<file path="src/rtl/ec_mailbox_pkg.sv">
package ec_mailbox_pkg;

    localparam int NUM_LANES = 4;

    // Controller-side register indices; byte address is four times the index
    localparam logic [9:0] IDX_DATA0    = 10'h100;
    localparam logic [9:0] IDX_DATA3    = 10'h103;
    localparam logic [9:0] IDX_STATUS   = 10'h104;
    localparam logic [9:0] IDX_WIDTH    = 10'h105;
    localparam logic [9:0] IDX_IRQ_STAT = 10'h110;
    localparam logic [9:0] IDX_IRQ_MASK = 10'h111;
    localparam logic [9:0] IDX_NOTIFY   = 10'h112;

    // Host-side window offsets
    localparam logic [2:0] HOST_DATA0  = 3'h0;
    localparam logic [2:0] HOST_DATA3  = 3'h3;
    localparam logic [2:0] HOST_STATUS = 3'h4;
    localparam logic [2:0] HOST_WIDTH  = 3'h5;

    // Field positions
    localparam int OBF_BIT          = 0;
    localparam int WIDTH_BIT        = 0;
    localparam int IRQ_DRAINED_BIT  = 0;
    localparam int IRQ_LOADED_BIT   = 1;
    localparam int NOTIFY_BIT       = 0;

    // Reset values
    localparam logic       WIDTH_RESET = 1'b0;
    localparam logic       OBF_RESET   = 1'b0;
    localparam logic [1:0] IRQ_RESET   = 2'h0;
    localparam logic [7:0] LANE_RESET  = 8'h00;

    typedef struct packed {
        logic       rd;
        logic       wr;
        logic [2:0] addr;
        logic [7:0] wdata;
    } host_req_type;

    typedef enum logic [0:0] {
        BUS_IDLE = 1'b0,
        BUS_ACK  = 1'b1
    } bus_state_type;

endpackage

</file>
<file path="src/rtl/obf_flag.sv">
`timescale 1ns/10ps
module obf_flag (
    input  wire logic CLK,
    input  wire logic RST,
    input  wire logic set_evt,
    input  wire logic clr_evt,
    output logic      flag_q,
    output logic      drained_q
);
    import ec_mailbox_pkg::*;

    always_ff @(posedge CLK) begin
        if (RST) begin
            flag_q <= OBF_RESET;
        end else if (set_evt) begin
            flag_q <= 1'b1;
        end else if (clr_evt) begin
            flag_q <= 1'b0;
        end
    end

    // Drained only when the read really empties the flag
    always_ff @(posedge CLK) begin
        if (RST) begin
            drained_q <= 1'b0;
        end else begin
            drained_q <= clr_evt & flag_q & ~set_evt;
        end
    end

    property p_set_wins;
        @(posedge CLK) disable iff (RST) set_evt && clr_evt |=> flag_q;
    endproperty
    a_set_wins: assert property (p_set_wins) else $error("clear beat set");

    property p_rise_cause;
        @(posedge CLK) disable iff (RST) $rose(flag_q) |-> $past(set_evt);
    endproperty
    a_rise_cause: assert property (p_rise_cause) else $error("flag rose unset");

endmodule

</file>
<file path="src/rtl/ec_mailbox_obf.sv">
// The implementer's own choice: the Avalon-MM interface to the registers.
`timescale 1ns/10ps
module ec_mailbox_obf (
    input  wire logic                         CLK,
    input  wire logic                         RST,
    input  wire logic [11:0]                  AVS_ADDRESS,
    input  wire logic                         AVS_READ,
    input  wire logic                         AVS_WRITE,
    input  wire logic [3:0]                   AVS_BYTEENABLE,
    input  wire logic [31:0]                  AVS_WRITEDATA,
    output logic      [31:0]                  AVS_READDATA,
    output logic                              AVS_WAITREQUEST,
    input  wire ec_mailbox_pkg::host_req_type HOST_REQ,
    output logic      [7:0]                   HOST_RDATA,
    output logic                              HOST_NOTIFY,
    output logic                              HOST_DRAINED,
    output logic                              IRQ
);
    import ec_mailbox_pkg::*;

    bus_state_type bus_state_q;
    logic [7:0]    lane_q [NUM_LANES];
    logic          width_q;
    logic [1:0]    irq_stat_q;
    logic [1:0]    irq_mask_q;
    logic [31:0]   readdata_q;
    logic [7:0]    host_rdata_q;
    logic          notify_q;
    logic [9:0]    idx;
    logic          accept;
    logic          ec_wr;
    logic          ec_rd;
    logic          obf_set;
    logic          obf_clr;
    logic          obf_q;
    logic          drained_q;
    logic          width_wr;
    logic          width_d;
    logic [1:0]    irq_clr;

    assign idx    = AVS_ADDRESS[11:2];
    assign accept = (AVS_READ | AVS_WRITE) & (bus_state_q == BUS_ACK);
    assign ec_wr  = accept & AVS_WRITE & AVS_BYTEENABLE[0];
    assign ec_rd  = accept & AVS_READ;

    // One wait cycle per access; read data registered in that cycle
    assign AVS_WAITREQUEST = (AVS_READ | AVS_WRITE) & (bus_state_q != BUS_ACK);
    assign AVS_READDATA    = readdata_q;
    assign HOST_RDATA      = host_rdata_q;
    assign HOST_NOTIFY     = notify_q;
    assign HOST_DRAINED    = drained_q;
    assign IRQ             = |(irq_stat_q & irq_mask_q);

    always_ff @(posedge CLK) begin
        if (RST) begin
            bus_state_q <= BUS_IDLE;
        end else begin
            case (bus_state_q)
                BUS_IDLE: begin
                    if (AVS_READ | AVS_WRITE) begin
                        bus_state_q <= BUS_ACK;
                    end
                end
                BUS_ACK: begin
                    bus_state_q <= BUS_IDLE;
                end
                default: begin
                    bus_state_q <= BUS_IDLE;
                end
            endcase
        end
    end

    // Lane data as seen by either side
    function automatic logic [7:0] lane_view(input logic [1:0] lane);
        logic [7:0] v;
        v = 8'h00;
        if (width_q || lane == 2'h0) begin
            v = lane_q[lane];
        end
        return v;
    endfunction

    function automatic logic [7:0] ec_view(input logic [9:0] a);
        logic [7:0] v;
        v = 8'h00;
        if (a >= IDX_DATA0 && a <= IDX_DATA3) begin
            v = lane_view(a[1:0]);
        end else if (a == IDX_STATUS) begin
            v[OBF_BIT] = obf_q;
        end else if (a == IDX_WIDTH) begin
            v[WIDTH_BIT] = width_q;
        end else if (a == IDX_IRQ_STAT) begin
            v[1:0] = irq_stat_q;
        end else if (a == IDX_IRQ_MASK) begin
            v[1:0] = irq_mask_q;
        end
        return v;
    endfunction

    always_ff @(posedge CLK) begin
        if (RST) begin
            readdata_q <= 32'h00000000;
        end else if (bus_state_q == BUS_IDLE && AVS_READ) begin
            readdata_q <= {24'h000000, ec_view(idx)};
        end
    end

    // Lane storage; narrow mode drops lanes 1-3
    for (genvar i = 0; i < NUM_LANES; i++) begin : g_lane
        always_ff @(posedge CLK) begin
            if (RST) begin
                lane_q[i] <= LANE_RESET;
            end else if (ec_wr && idx == IDX_DATA0 + 10'(i) && (width_q || i == 0)) begin
                lane_q[i] <= AVS_WRITEDATA[7:0];
            end
        end
    end

    // Flag set and clear lanes follow the width bit
    assign obf_set = ec_wr & (idx == (width_q ? IDX_DATA3 : IDX_DATA0));
    assign obf_clr = HOST_REQ.rd
                   & (HOST_REQ.addr == (width_q ? HOST_DATA3 : HOST_DATA0));

    obf_flag u_obf (
        .CLK       (CLK),
        .RST       (RST),
        .set_evt   (obf_set),
        .clr_evt   (obf_clr),
        .flag_q    (obf_q),
        .drained_q (drained_q)
    );

    // One width bit behind both address views; controller wins a collision
    assign width_wr = (ec_wr & (idx == IDX_WIDTH))
                    | (HOST_REQ.wr & (HOST_REQ.addr == HOST_WIDTH));
    assign width_d  = (ec_wr & (idx == IDX_WIDTH)) ? AVS_WRITEDATA[WIDTH_BIT]
                                                   : HOST_REQ.wdata[WIDTH_BIT];

    always_ff @(posedge CLK) begin
        if (RST) begin
            width_q <= WIDTH_RESET;
        end else if (width_wr) begin
            width_q <= width_d;
        end
    end

    always_ff @(posedge CLK) begin
        if (RST) begin
            host_rdata_q <= 8'h00;
        end else if (HOST_REQ.rd) begin
            if (HOST_REQ.addr <= HOST_DATA3) begin
                host_rdata_q <= lane_view(HOST_REQ.addr[1:0]);
            end else if (HOST_REQ.addr == HOST_STATUS) begin
                host_rdata_q <= {7'h00, obf_q};
            end else if (HOST_REQ.addr == HOST_WIDTH) begin
                host_rdata_q <= {7'h00, width_q};
            end else begin
                host_rdata_q <= 8'h00;
            end
        end
    end

    // Firmware doorbell toward the host
    always_ff @(posedge CLK) begin
        if (RST) begin
            notify_q <= 1'b0;
        end else begin
            notify_q <= ec_wr & (idx == IDX_NOTIFY) & AVS_WRITEDATA[NOTIFY_BIT];
        end
    end

    // Clear only bits that the read returned, so late events survive
    assign irq_clr = (ec_rd && idx == IDX_IRQ_STAT) ? readdata_q[1:0] : 2'h0;

    always_ff @(posedge CLK) begin
        if (RST) begin
            irq_stat_q <= IRQ_RESET;
        end else begin
            irq_stat_q[IRQ_DRAINED_BIT] <= (irq_stat_q[IRQ_DRAINED_BIT]
                & ~irq_clr[IRQ_DRAINED_BIT]) | drained_q;
            irq_stat_q[IRQ_LOADED_BIT]  <= (irq_stat_q[IRQ_LOADED_BIT]
                & ~irq_clr[IRQ_LOADED_BIT]) | obf_set;
        end
    end

    always_ff @(posedge CLK) begin
        if (RST) begin
            irq_mask_q <= IRQ_RESET;
        end else if (ec_wr && idx == IDX_IRQ_MASK) begin
            irq_mask_q <= AVS_WRITEDATA[1:0];
        end
    end

    property p_narrow_set;
        @(posedge CLK) disable iff (RST)
        ec_wr && !width_q && idx == IDX_DATA0 |=> obf_q;
    endproperty
    a_narrow_set: assert property (p_narrow_set) else $error("lane0 write no flag");

    property p_narrow_clr;
        @(posedge CLK) disable iff (RST)
        HOST_REQ.rd && !width_q && HOST_REQ.addr == HOST_DATA0 && !obf_set |=> !obf_q;
    endproperty
    a_narrow_clr: assert property (p_narrow_clr) else $error("lane0 read no clear");

    property p_wide_lane0_no_set;
        @(posedge CLK) disable iff (RST)
        width_q && !obf_q && ec_wr && idx == IDX_DATA0 && !width_wr |=> !obf_q;
    endproperty
    a_wide_lane0_no_set: assert property (p_wide_lane0_no_set) else $error("wide lane0 set");

    property p_wide_set;
        @(posedge CLK) disable iff (RST)
        ec_wr && width_q && idx == IDX_DATA3 |=> obf_q;
    endproperty
    a_wide_set: assert property (p_wide_set) else $error("lane3 write no flag");

    property p_wide_clr;
        @(posedge CLK) disable iff (RST)
        HOST_REQ.rd && width_q && HOST_REQ.addr == HOST_DATA3 && !obf_set |=> !obf_q;
    endproperty
    a_wide_clr: assert property (p_wide_clr) else $error("lane3 read no clear");

    property p_drained;
        @(posedge CLK) disable iff (RST)
        obf_q && obf_clr && !obf_set |=> HOST_DRAINED ##1 irq_stat_q[IRQ_DRAINED_BIT];
    endproperty
    a_drained: assert property (p_drained) else $error("drain not signalled");

    property p_notify;
        @(posedge CLK) disable iff (RST)
        ec_wr && idx == IDX_NOTIFY && AVS_WRITEDATA[NOTIFY_BIT] |=> HOST_NOTIFY;
    endproperty
    a_notify: assert property (p_notify) else $error("doorbell lost");

    property p_narrow_zero;
        @(posedge CLK) disable iff (RST)
        HOST_REQ.rd && !width_q && HOST_REQ.addr != HOST_DATA0 && HOST_REQ.addr <= HOST_DATA3
        && !obf_set |=> HOST_RDATA == 8'h00 && $stable(obf_q);
    endproperty
    a_narrow_zero: assert property (p_narrow_zero) else $error("upper lane visible");

    property p_narrow_drop;
        @(posedge CLK) disable iff (RST)
        ec_wr && !width_q && idx == IDX_DATA3 |=> $stable(lane_q[3]);
    endproperty
    a_narrow_drop: assert property (p_narrow_drop) else $error("lane3 stored");

    property p_alias;
        @(posedge CLK) disable iff (RST)
        HOST_REQ.wr && HOST_REQ.addr == HOST_WIDTH && !(ec_wr && idx == IDX_WIDTH)
        |=> width_q == $past(HOST_REQ.wdata[WIDTH_BIT]);
    endproperty
    a_alias: assert property (p_alias) else $error("host width lost");

    property p_wait_one;
        @(posedge CLK) disable iff (RST)
        AVS_WAITREQUEST |=> !AVS_WAITREQUEST;
    endproperty
    a_wait_one: assert property (p_wait_one) else $error("waitrequest too long");

    c_narrow_cycle: cover property (@(posedge CLK) disable iff (RST)
        !width_q && obf_set ##[1:20] obf_clr);
    c_wide_cycle: cover property (@(posedge CLK) disable iff (RST)
        width_q && obf_set ##[1:20] obf_clr);
    c_collide: cover property (@(posedge CLK) disable iff (RST) obf_set && obf_clr);
    c_irq: cover property (@(posedge CLK) disable iff (RST) $rose(IRQ));

endmodule

</file>
<file path="config.mk">
export PLATFORM = sky130hd
export DESIGN_NAME = ec_mailbox_obf
export DESIGN_NICKNAME = d
export VERILOG_FILES = /design/src/rtl/ec_mailbox_pkg.sv /design/src/rtl/obf_flag.sv /design/src/rtl/ec_mailbox_obf.sv
export SDC_FILE = /design/constraint.sdc
export NUM_CORES = 1
export LEC_CHECK = 0
export ABC_CLOCK_PERIOD_IN_PS = 2600
export BUFFER_PORTS_ARGS = -buffer_cell sky130_fd_sc_hd__buf_2
export CAP_MARGIN = 10
export CORE_MARGIN = 4
export CORE_UTILIZATION = 45
export DETAILED_ROUTE_END_ITERATION = 10
export GPL_ROUTABILITY_DRIVEN = 1
export PLACE_DENSITY_LB_ADDON = 0.12
export SLEW_MARGIN = 5
export SYNTH_ARGS = -nofsm -noshare
export SYNTH_HDL_FRONTEND = slang
export SYNTH_HIERARCHICAL = 1
export SYNTH_SLANG_ARGS = --single-unit
</file>
<file path="constraint.sdc">
create_clock -name CLK -period 2.6 [get_ports CLK]
set_input_delay 0.26 -clock CLK [delete_from_list [all_inputs] [get_ports CLK]]
set_output_delay 0.26 -clock CLK [all_outputs]
set_load 0.1 [all_outputs]
</file>
==> out/metrics.yaml, run 1 <==
run_status:
  status: "complete, no violations"
clock_network:
  cts_buffer_depth: 2
  htree_levels: 3
  cts.sinks: 57
  clk_latency_ps: 340
  cts_resized: 0
  cts_root_buf: "clkbuf_8"
  clkSlewWorstSetupHoldPaths_ps: 70
  cts_made_buffers: 9
  post-cts-setup-buffers: 0
  cts_tree: "yes"
  ctsHoldBuffers: 0
setup_path:
  crit_buf_inv: 1
  worst_setup_path_end_kind: "register"
  ff2ff_path_depth: 4
  cp-start-kind: "register"
  crit_type: "reg -> reg"
  cp.depth: 4
  r2r_slack_ps: 800
  path_cells: "and3_1 -> nand4_1 -> o21ai_0 -> buf_4"
  crit_path_top_delay_cell: "dfxtp_1"
  worstPathMaxFanout: 7
  slowest_delay_ps: 400
  worst_ep_required_time_ps: 2640
  worstPathArrival_ps: 1840
  reg2reg_from: "bus_state_q"
  reg2reg_to: "lane_q[3][5]"
  crit_family: "simple AND/OR/NAND/NOR gates"
power_and_ir_drop:
  seqPwrFrac: 0.429
  pwr_density_cell_mw_per_mm2: 648
  switchingPower_w: 0.000647
  worst_ir_drop_vdd_v: 0.000344
  combPwrFrac: 0.153
  p_sw_frac: 0.283
  leakagePower_nw: 1.44
  internal_power_w: 0.00164
  clkPwrFrac: 0.418
sta:
  hold_viol: 0
  finalClockSkew_ps: 8.92
  post-route-period-util: 0.690
  min_period_ps: 1800
  worst_pin_slew_ps: 586
  setup_tns_ps: 0
  drv_slew: 0
  fmax_ghz: 0.557
  rsz0062_at_grt: "no"
  setup_viol: 0
  slew_headroom: 0.600
worst_hold_path:
  hp-class: "in -> reg"
  min_path_cells: 3
  holdPathEnd: "HOST_NOTIFY"
  min_from: "AVS_WRITEDATA[0]"
die:
  die_x_um: 90.3
  rows: 29
  die_h_um: 90.3
  io_pins: 109
  dieArea_mm2: 0.00815
  core_mm2: 0.00646
  initial_core_util: 0.472
logic_synthesis:
  yosys.area.top_type_share: 0.315
  ys_ff_latch: 57
  syn_area_mm2: 0.00305
  yosys-top-cells-area: "edfxtp_1 (32%), dfxtp_1 (16%), mux4_2 (11%)"
  yosys_warnings: 6
  synthDistinctLibCells: 45
  synth_enable_flop_cells: 32
  syn_avg_cell_area_um2: 11.3
  synth_ff_type: "edfxtp_1"
  synthCells: 269
  synth_top_area_cell: "edfxtp_1"
  synthArstFlopShare: 0
  seq_area_frac_synth: 0.479
routing:
  first_pass_iters: 4
  drc: 0
  vias: 2169
  drtAntennaViolNets: 0
  via_per_inst: 5.34
  wl_um: 6960
  drt-initial-drc-count: 187
  wl_per_cell_um: 17.1
final_layout:
  diodes: 0
  drive_gt1_frac: 0.295
  stdcell_count: 406
  nNetsFinal: 389
  post-route-cell-area_mm2: 0.00353
  area_delta_synth_final_pct: 15.9
global_route:
  antenna_found_initial: 0
  grt_pass1_vias: 2135
  track_usage: 0.177
  grt_max_degree: 25
  grt_pass1_wl_um: 11100
  overflow: 0
place:
  dp.cells: 390
  gp_congestion: 0.823
  io_buffer_count: 48
  dp_hpwl_um: 4910
  dpl_cell_area_mm2: 0.00330
flow_run:
  maxCapViolations: 0
state kept, by name, summed over array words and instances (netlist names):
register and count:
HOST_NOTIFY 1, AVS_READDATA 8, irq_stat_q 2, width_q 1
u_obf/drained_q 1, bus_state_q 1, irq_mask_q 2, HOST_RDATA 8
u_obf/flag_q 1, lane_q 32
routing by layer:
layer | GRT usage | up-vias | share of wire
met5 | 0 | - | 0
met4 | 0.0651 | 0 | 0.0085
met3 | 0.0492 | 6 | 0.071
met2 | 0.289 | 86 | 0.50
met1 | 0.224 | 1030 | 0.42
li1 | - | 1047 | -
power groups by stage:
stage	sequential [W]	combinational, W	clock, W
finish	0.000982	0.000351	0.000958
global route	0.000984	0.000367	0.00102
CTS	0.000982	0.000351	0.000979
detailed placement	0.00100	0.000350	0
global placement	0.00100	0.000350	0
floorplan	0.00102	0.000286	0
cells in the mapped netlist (3+ instances only):
cell type	count
a21oi_1	9
mux4_2	15
nand4_1	7
nand2b_1	3
edfxtp_1	32
mux2i_1	3
and3_1	4
a22oi_1	6
and2_1	29
nand3b_1	4
o21ai_0	8
nor3_1	3
mux2_2	3
nand3_1	7
buf_4	26
clkbuf_1	6
nor2b_1	11
dfxtp_1	25
nor2_1	30
nand2_1	5
inv_1	3
through the flow:
| step | util | power, W | setup slack [ps] | hold WS, ps |
|---|---|---|---|---|
| floorplan | - | 0.00131 | 695 | 329 |
| global placement | 0.511 | 0.00135 | 657 | 487 |
| detailed placement | 0.511 | 0.00135 | 656 | 491 |
| CTS | 0.547 | 0.00231 | 822 | 197 |
| global route | 0.547 | 0.00237 | 672 | 222 |
| finish | 0.547 | 0.00229 | 805 | 219 |
area by class of cell:
class	count	area, um2
repair buffers	57	308
clock inverters	4	73.8
well taps	77	96.3
clock buffers	12	156
fillers	565	2930
inverters	4	15.0
flip-flops and latches	57	1460
multi-input cells	195	1420
how the worst max path moves through the flow:
stage                              start               to  slack (ps)
after floorplan              bus_state_q     lane_q[1][0]         700
after global placement    AVS_ADDRESS[2]     lane_q[0][7]         660
after detailed placement  AVS_ADDRESS[8]     lane_q[3][4]         660
after CTS                    bus_state_q  AVS_READDATA[0]         820
after global routing         bus_state_q     lane_q[0][2]         670
final                        bus_state_q     lane_q[3][5]         800
placed cells by master (no fill, tap or decap), drive strengths merged, types with 2 or more instances in the layout:
| cell type | Yosys | final |
|---|---|---|
| mux4 | 15 | 15 |
| dfxtp | 25 | 25 |
| and3 | 4 | 4 |
| buf | 30 | 57 |
| nand4b | 2 | 2 |
| a21oi | 9 | 9 |
| bufinv | 0 | 2 |
| nor3b | 2 | 2 |
| mux2i | 3 | 3 |
| clkinv | 1 | 3 |
| o21ai | 8 | 8 |
| nor3 | 3 | 3 |
| edfxtp | 32 | 32 |
| nor4b | 3 | 3 |
| and4bb | 2 | 2 |
| nor2 | 30 | 30 |
| inv | 3 | 3 |
| clkbuf | 6 | 12 |
| a22oi | 6 | 6 |
| and2 | 29 | 29 |
| nand4 | 7 | 7 |
| nand2b | 3 | 3 |
| conb | 1 | 24 |
| nor2b | 11 | 11 |
| nand2 | 5 | 5 |
| nand3b | 4 | 4 |
| mux2 | 3 | 3 |
| nand3 | 7 | 7 |
cells by family (layout without fill, tap and decap cells):
group / after synthesis / in the layout / share of synthesized area
other: 1 / 24 / 0.00123
AND/OR/NAND/NOR: 117 / 117 / 0.235
multiplexers: 21 / 21 / 0.132
AO/OA/AOI/OAI: 33 / 33 / 0.0702
flip-flops: 57 / 57 / 0.479
buffers and inverters: 40 / 77 / 0.0821
worst register-to-register path, stage by stage, from the launching register on:
cell	delay (ps)
dfxtp_1	400
and3_1	340
nand4_1	200
o21ai_0	350
buf_4	220
(Power assumes the default switching activity.)
==> run 2, diff against run 1 <==
- ABC_AREA: default -> 1
- ABC_CLOCK_PERIOD_IN_PS: 2600 -> 1500
- clock period: 2.6 -> 1.5 ns (I/O delays scaled with it)
==> run 2 against run 1 <==
Net effect:
- synthesized cell count up 35%
- clock power up 46%
- register-to-register slack got worse by 700 ps
- non-clock buffer count is 11 higher
- power grew 65%
- critical path depth down 2
- area after synthesis increased by 0.21%
- sequential power up 74%
==> out/metrics.yaml, run 2 <==
setup_path:
  r2r_slack_ps: 100  # -700 ps
  worst_setup_path_end_kind: "primary output"
  crit_type: "reg -> out"
  worstPathMaxFanout: 3  # -4
  cp-start-kind: "register"
  worst_ep_required_time_ps: 1350  # -1290 ps
  worstPathArrival_ps: 1290  # -550 ps
sta:
  finalClockSkew_ps: 9.14  # +0.222 ps
  setup_tns_ps: 0  # unchanged
  setup_viol: 0  # unchanged
  min_period_ps: 1440
  drv_slew: 0  # unchanged
  layout_setup_ws_ps: 63.4  # -741 ps
  post-route-period-util: 0.958
  hold_viol: 0  # unchanged
  fmax_ghz: 0.696
  whs_ps: 119  # -101 ps
  rsz0062_at_grt: "yes"
final_layout:
  largest_reg_flops: 32  # unchanged
  final_common_cell: "nand2_1"
  top_register: "lane_q"
  area_delta_synth_final_pct: 19.0
  drive_gt1_frac: 0.286  # -0.00912
  nNetsFinal: 501  # +29%
  final_cell_mix: "nand2_1 (67), nor2_1 (51), buf_2 (47), edfxtp_1 (32), dfxtp_1 (25)"
  diodes: 0  # unchanged
  stdcell_count: 518  # +28%
power_and_ir_drop:
  worst_ir_drop_vdd_v: 0.000607  # +77%
  p_total_w: 0.00378  # +65%
  pwr_density_cell_mw_per_mm2: 1040  # +61%
  leakagePower_nw: 1.59  # +10%
clock_network:
  cts_root_buf: "clkbuf_8"
  cts.sinks: 57  # unchanged
  cts_buffer_depth: 2  # unchanged
  clkSlewWorstSetupHoldPaths_ps: 70  # about the same
  clk_latency_ps: 340  # about the same
  htree_levels: 3  # unchanged
  cts_tree: "yes"
  cts_made_buffers: 9  # unchanged
place:
  dp.cells: 502  # +29%
  dp_hpwl_um: 5580  # +14%
  io_buffer_count: 48  # unchanged
  pre_cts_ws_ps: 34.9  # -621 ps
  gp_congestion: 0.832  # +1.1%
logic_synthesis:
  syn_avg_cell_area_um2: 8.39  # -26%
  seq_area_frac_synth: 0.478  # -0.000982
  yosysMostFrequentCell: "nand2_1"
  synthArstFlopShare: 0  # unchanged
  synth_ff_type: "edfxtp_1"
  yosys-top-cells-area: "edfxtp_1 (31%), dfxtp_1 (16%), nand2_1 (8.5%)"
  synthCells: 364  # +35%
  syn_area_mm2: 0.00305  # +0.21%
  ys_ff_latch: 57  # unchanged
  ys_top_cells_by_count: "nand2_1 (69), nor2_1 (52), edfxtp_1 (32), dfxtp_1 (25), buf_4 (24)"
  synth_enable_flop_cells: 32  # unchanged
  synthDistinctLibCells: 32  # -29%
  yosys.area.top_type_share: 0.315  # -0.000646
  synth_top_area_cell: "edfxtp_1"
  yosys_warnings: 6  # unchanged
routing:
  via_per_inst: 4.96  # -7.1%
  drc: 0  # unchanged
  vias: 2570  # +18%
  drtAntennaViolNets: 0  # unchanged
  first_pass_iters: 5  # +1
  wl_um: 6980  # +0.24%
  wl_per_cell_um: 13.5  # -21%
  drt-initial-drc-count: 189  # +1.1%
die:
  rows: 29  # unchanged
  initial_core_util: 0.473  # +0.000969
  die_x_um: 90.4  # about the same
  io_pins: 109  # unchanged
  core_mm2: 0.00646  # unchanged
  die_h_um: 90.4  # about the same
  dieArea_mm2: 0.00817  # +0.19%
global_route:
  track_usage: 0.180  # +0.00327
  grt_pass1_wl_um: 11900  # +7.2%
  antenna_found_initial: 0  # unchanged
  grt_max_degree: 19  # -24%
  grt_pass1_vias: 2530  # +19%
  overflow: 0  # unchanged
flow_run:
  maxCapViolations: 0  # unchanged
run_status:
  status: "complete, no violations"
worst_hold_path:
  hp-class: "in -> reg"
==> run 2: cell count changes in the layout (fill, tap and decap cells not counted), moves of 13 or more <==
cell / change
a21oi_1: +14
nor2_1: +21
nand2_1: +62
inv_2: +13
and2_1: -29
inv_1: +20
mux4_2: -15
==> run 2: worst paths after layout <==
kind,startpoint,end,cells past startpoint
min,AVS_WRITEDATA[1],irq_mask_q[1],3
max,irq_stat_q[0],IRQ,2
max reg2reg,bus_state_q,lane_q[1][4],7
min reg2reg,AVS_READDATA[3],AVS_READDATA[3],2
==> run 2: cells by family (layout without fill, tap and decap cells) <==
kind of cell           Yosys count  count (layout)  share of synthesized area
AND/OR/NAND/NOR                175             175                      0.275
multiplexers                     5               5                     0.0164
flip-flops                      57              57                      0.478
buffers and inverters           67             121                      0.113
AO/OA/AOI/OAI                   59              59                      0.116
other                            1              24                    0.00123
==> run 2: report_power, final <==
group | leakage, nW | internal (W) | switching (W)
sequential | 0.533 | 0.00169 | 0.0000248
clock | 0.0929 | 0.000772 | 0.000633
combinational | 0.961 | 0.000123 | 0.000546
==> run 2: area by class of cell <==
type	count	area (um2)
multi-input combinational	263	1350
clock buffer	10	128
sequential	57	1460
inverter	37	139
fill	612	2820
tap	77	96.3
timing repair buffer	68	393
clock inverter	6	67.6
==> run 2: what timing repair did <==
item,4_1_cts,5_1_grt
resized for setup,0,3
endpoints found under the setup margin,0,19
buffers inserted,0,0
hold buffers,0,0
==> run 2: metrics by stage <==
stage | utilization | cell area, um2
after floorplan | - | 3150
after global placement | 0.531 | 3430
after detailed placement | 0.531 | 3430
after CTS | 0.561 | 3620
after global routing | 0.563 | 3640
final | 0.563 | 3640
==> run 2: metal layers <==
metal	wire, um	global-route usage	up-vias
met1	3290	0.241	1143
met5	0	0	-
met4	44	0.0574	0
met2	3120	0.285	98
li1	-	-	1325
met3	524	0.0458	4
==> run 2: critical path, cell delays in order (launching register included) <==
cell	delay, ps
dfxtp_1	400
a22o_1	140
buf_2	420
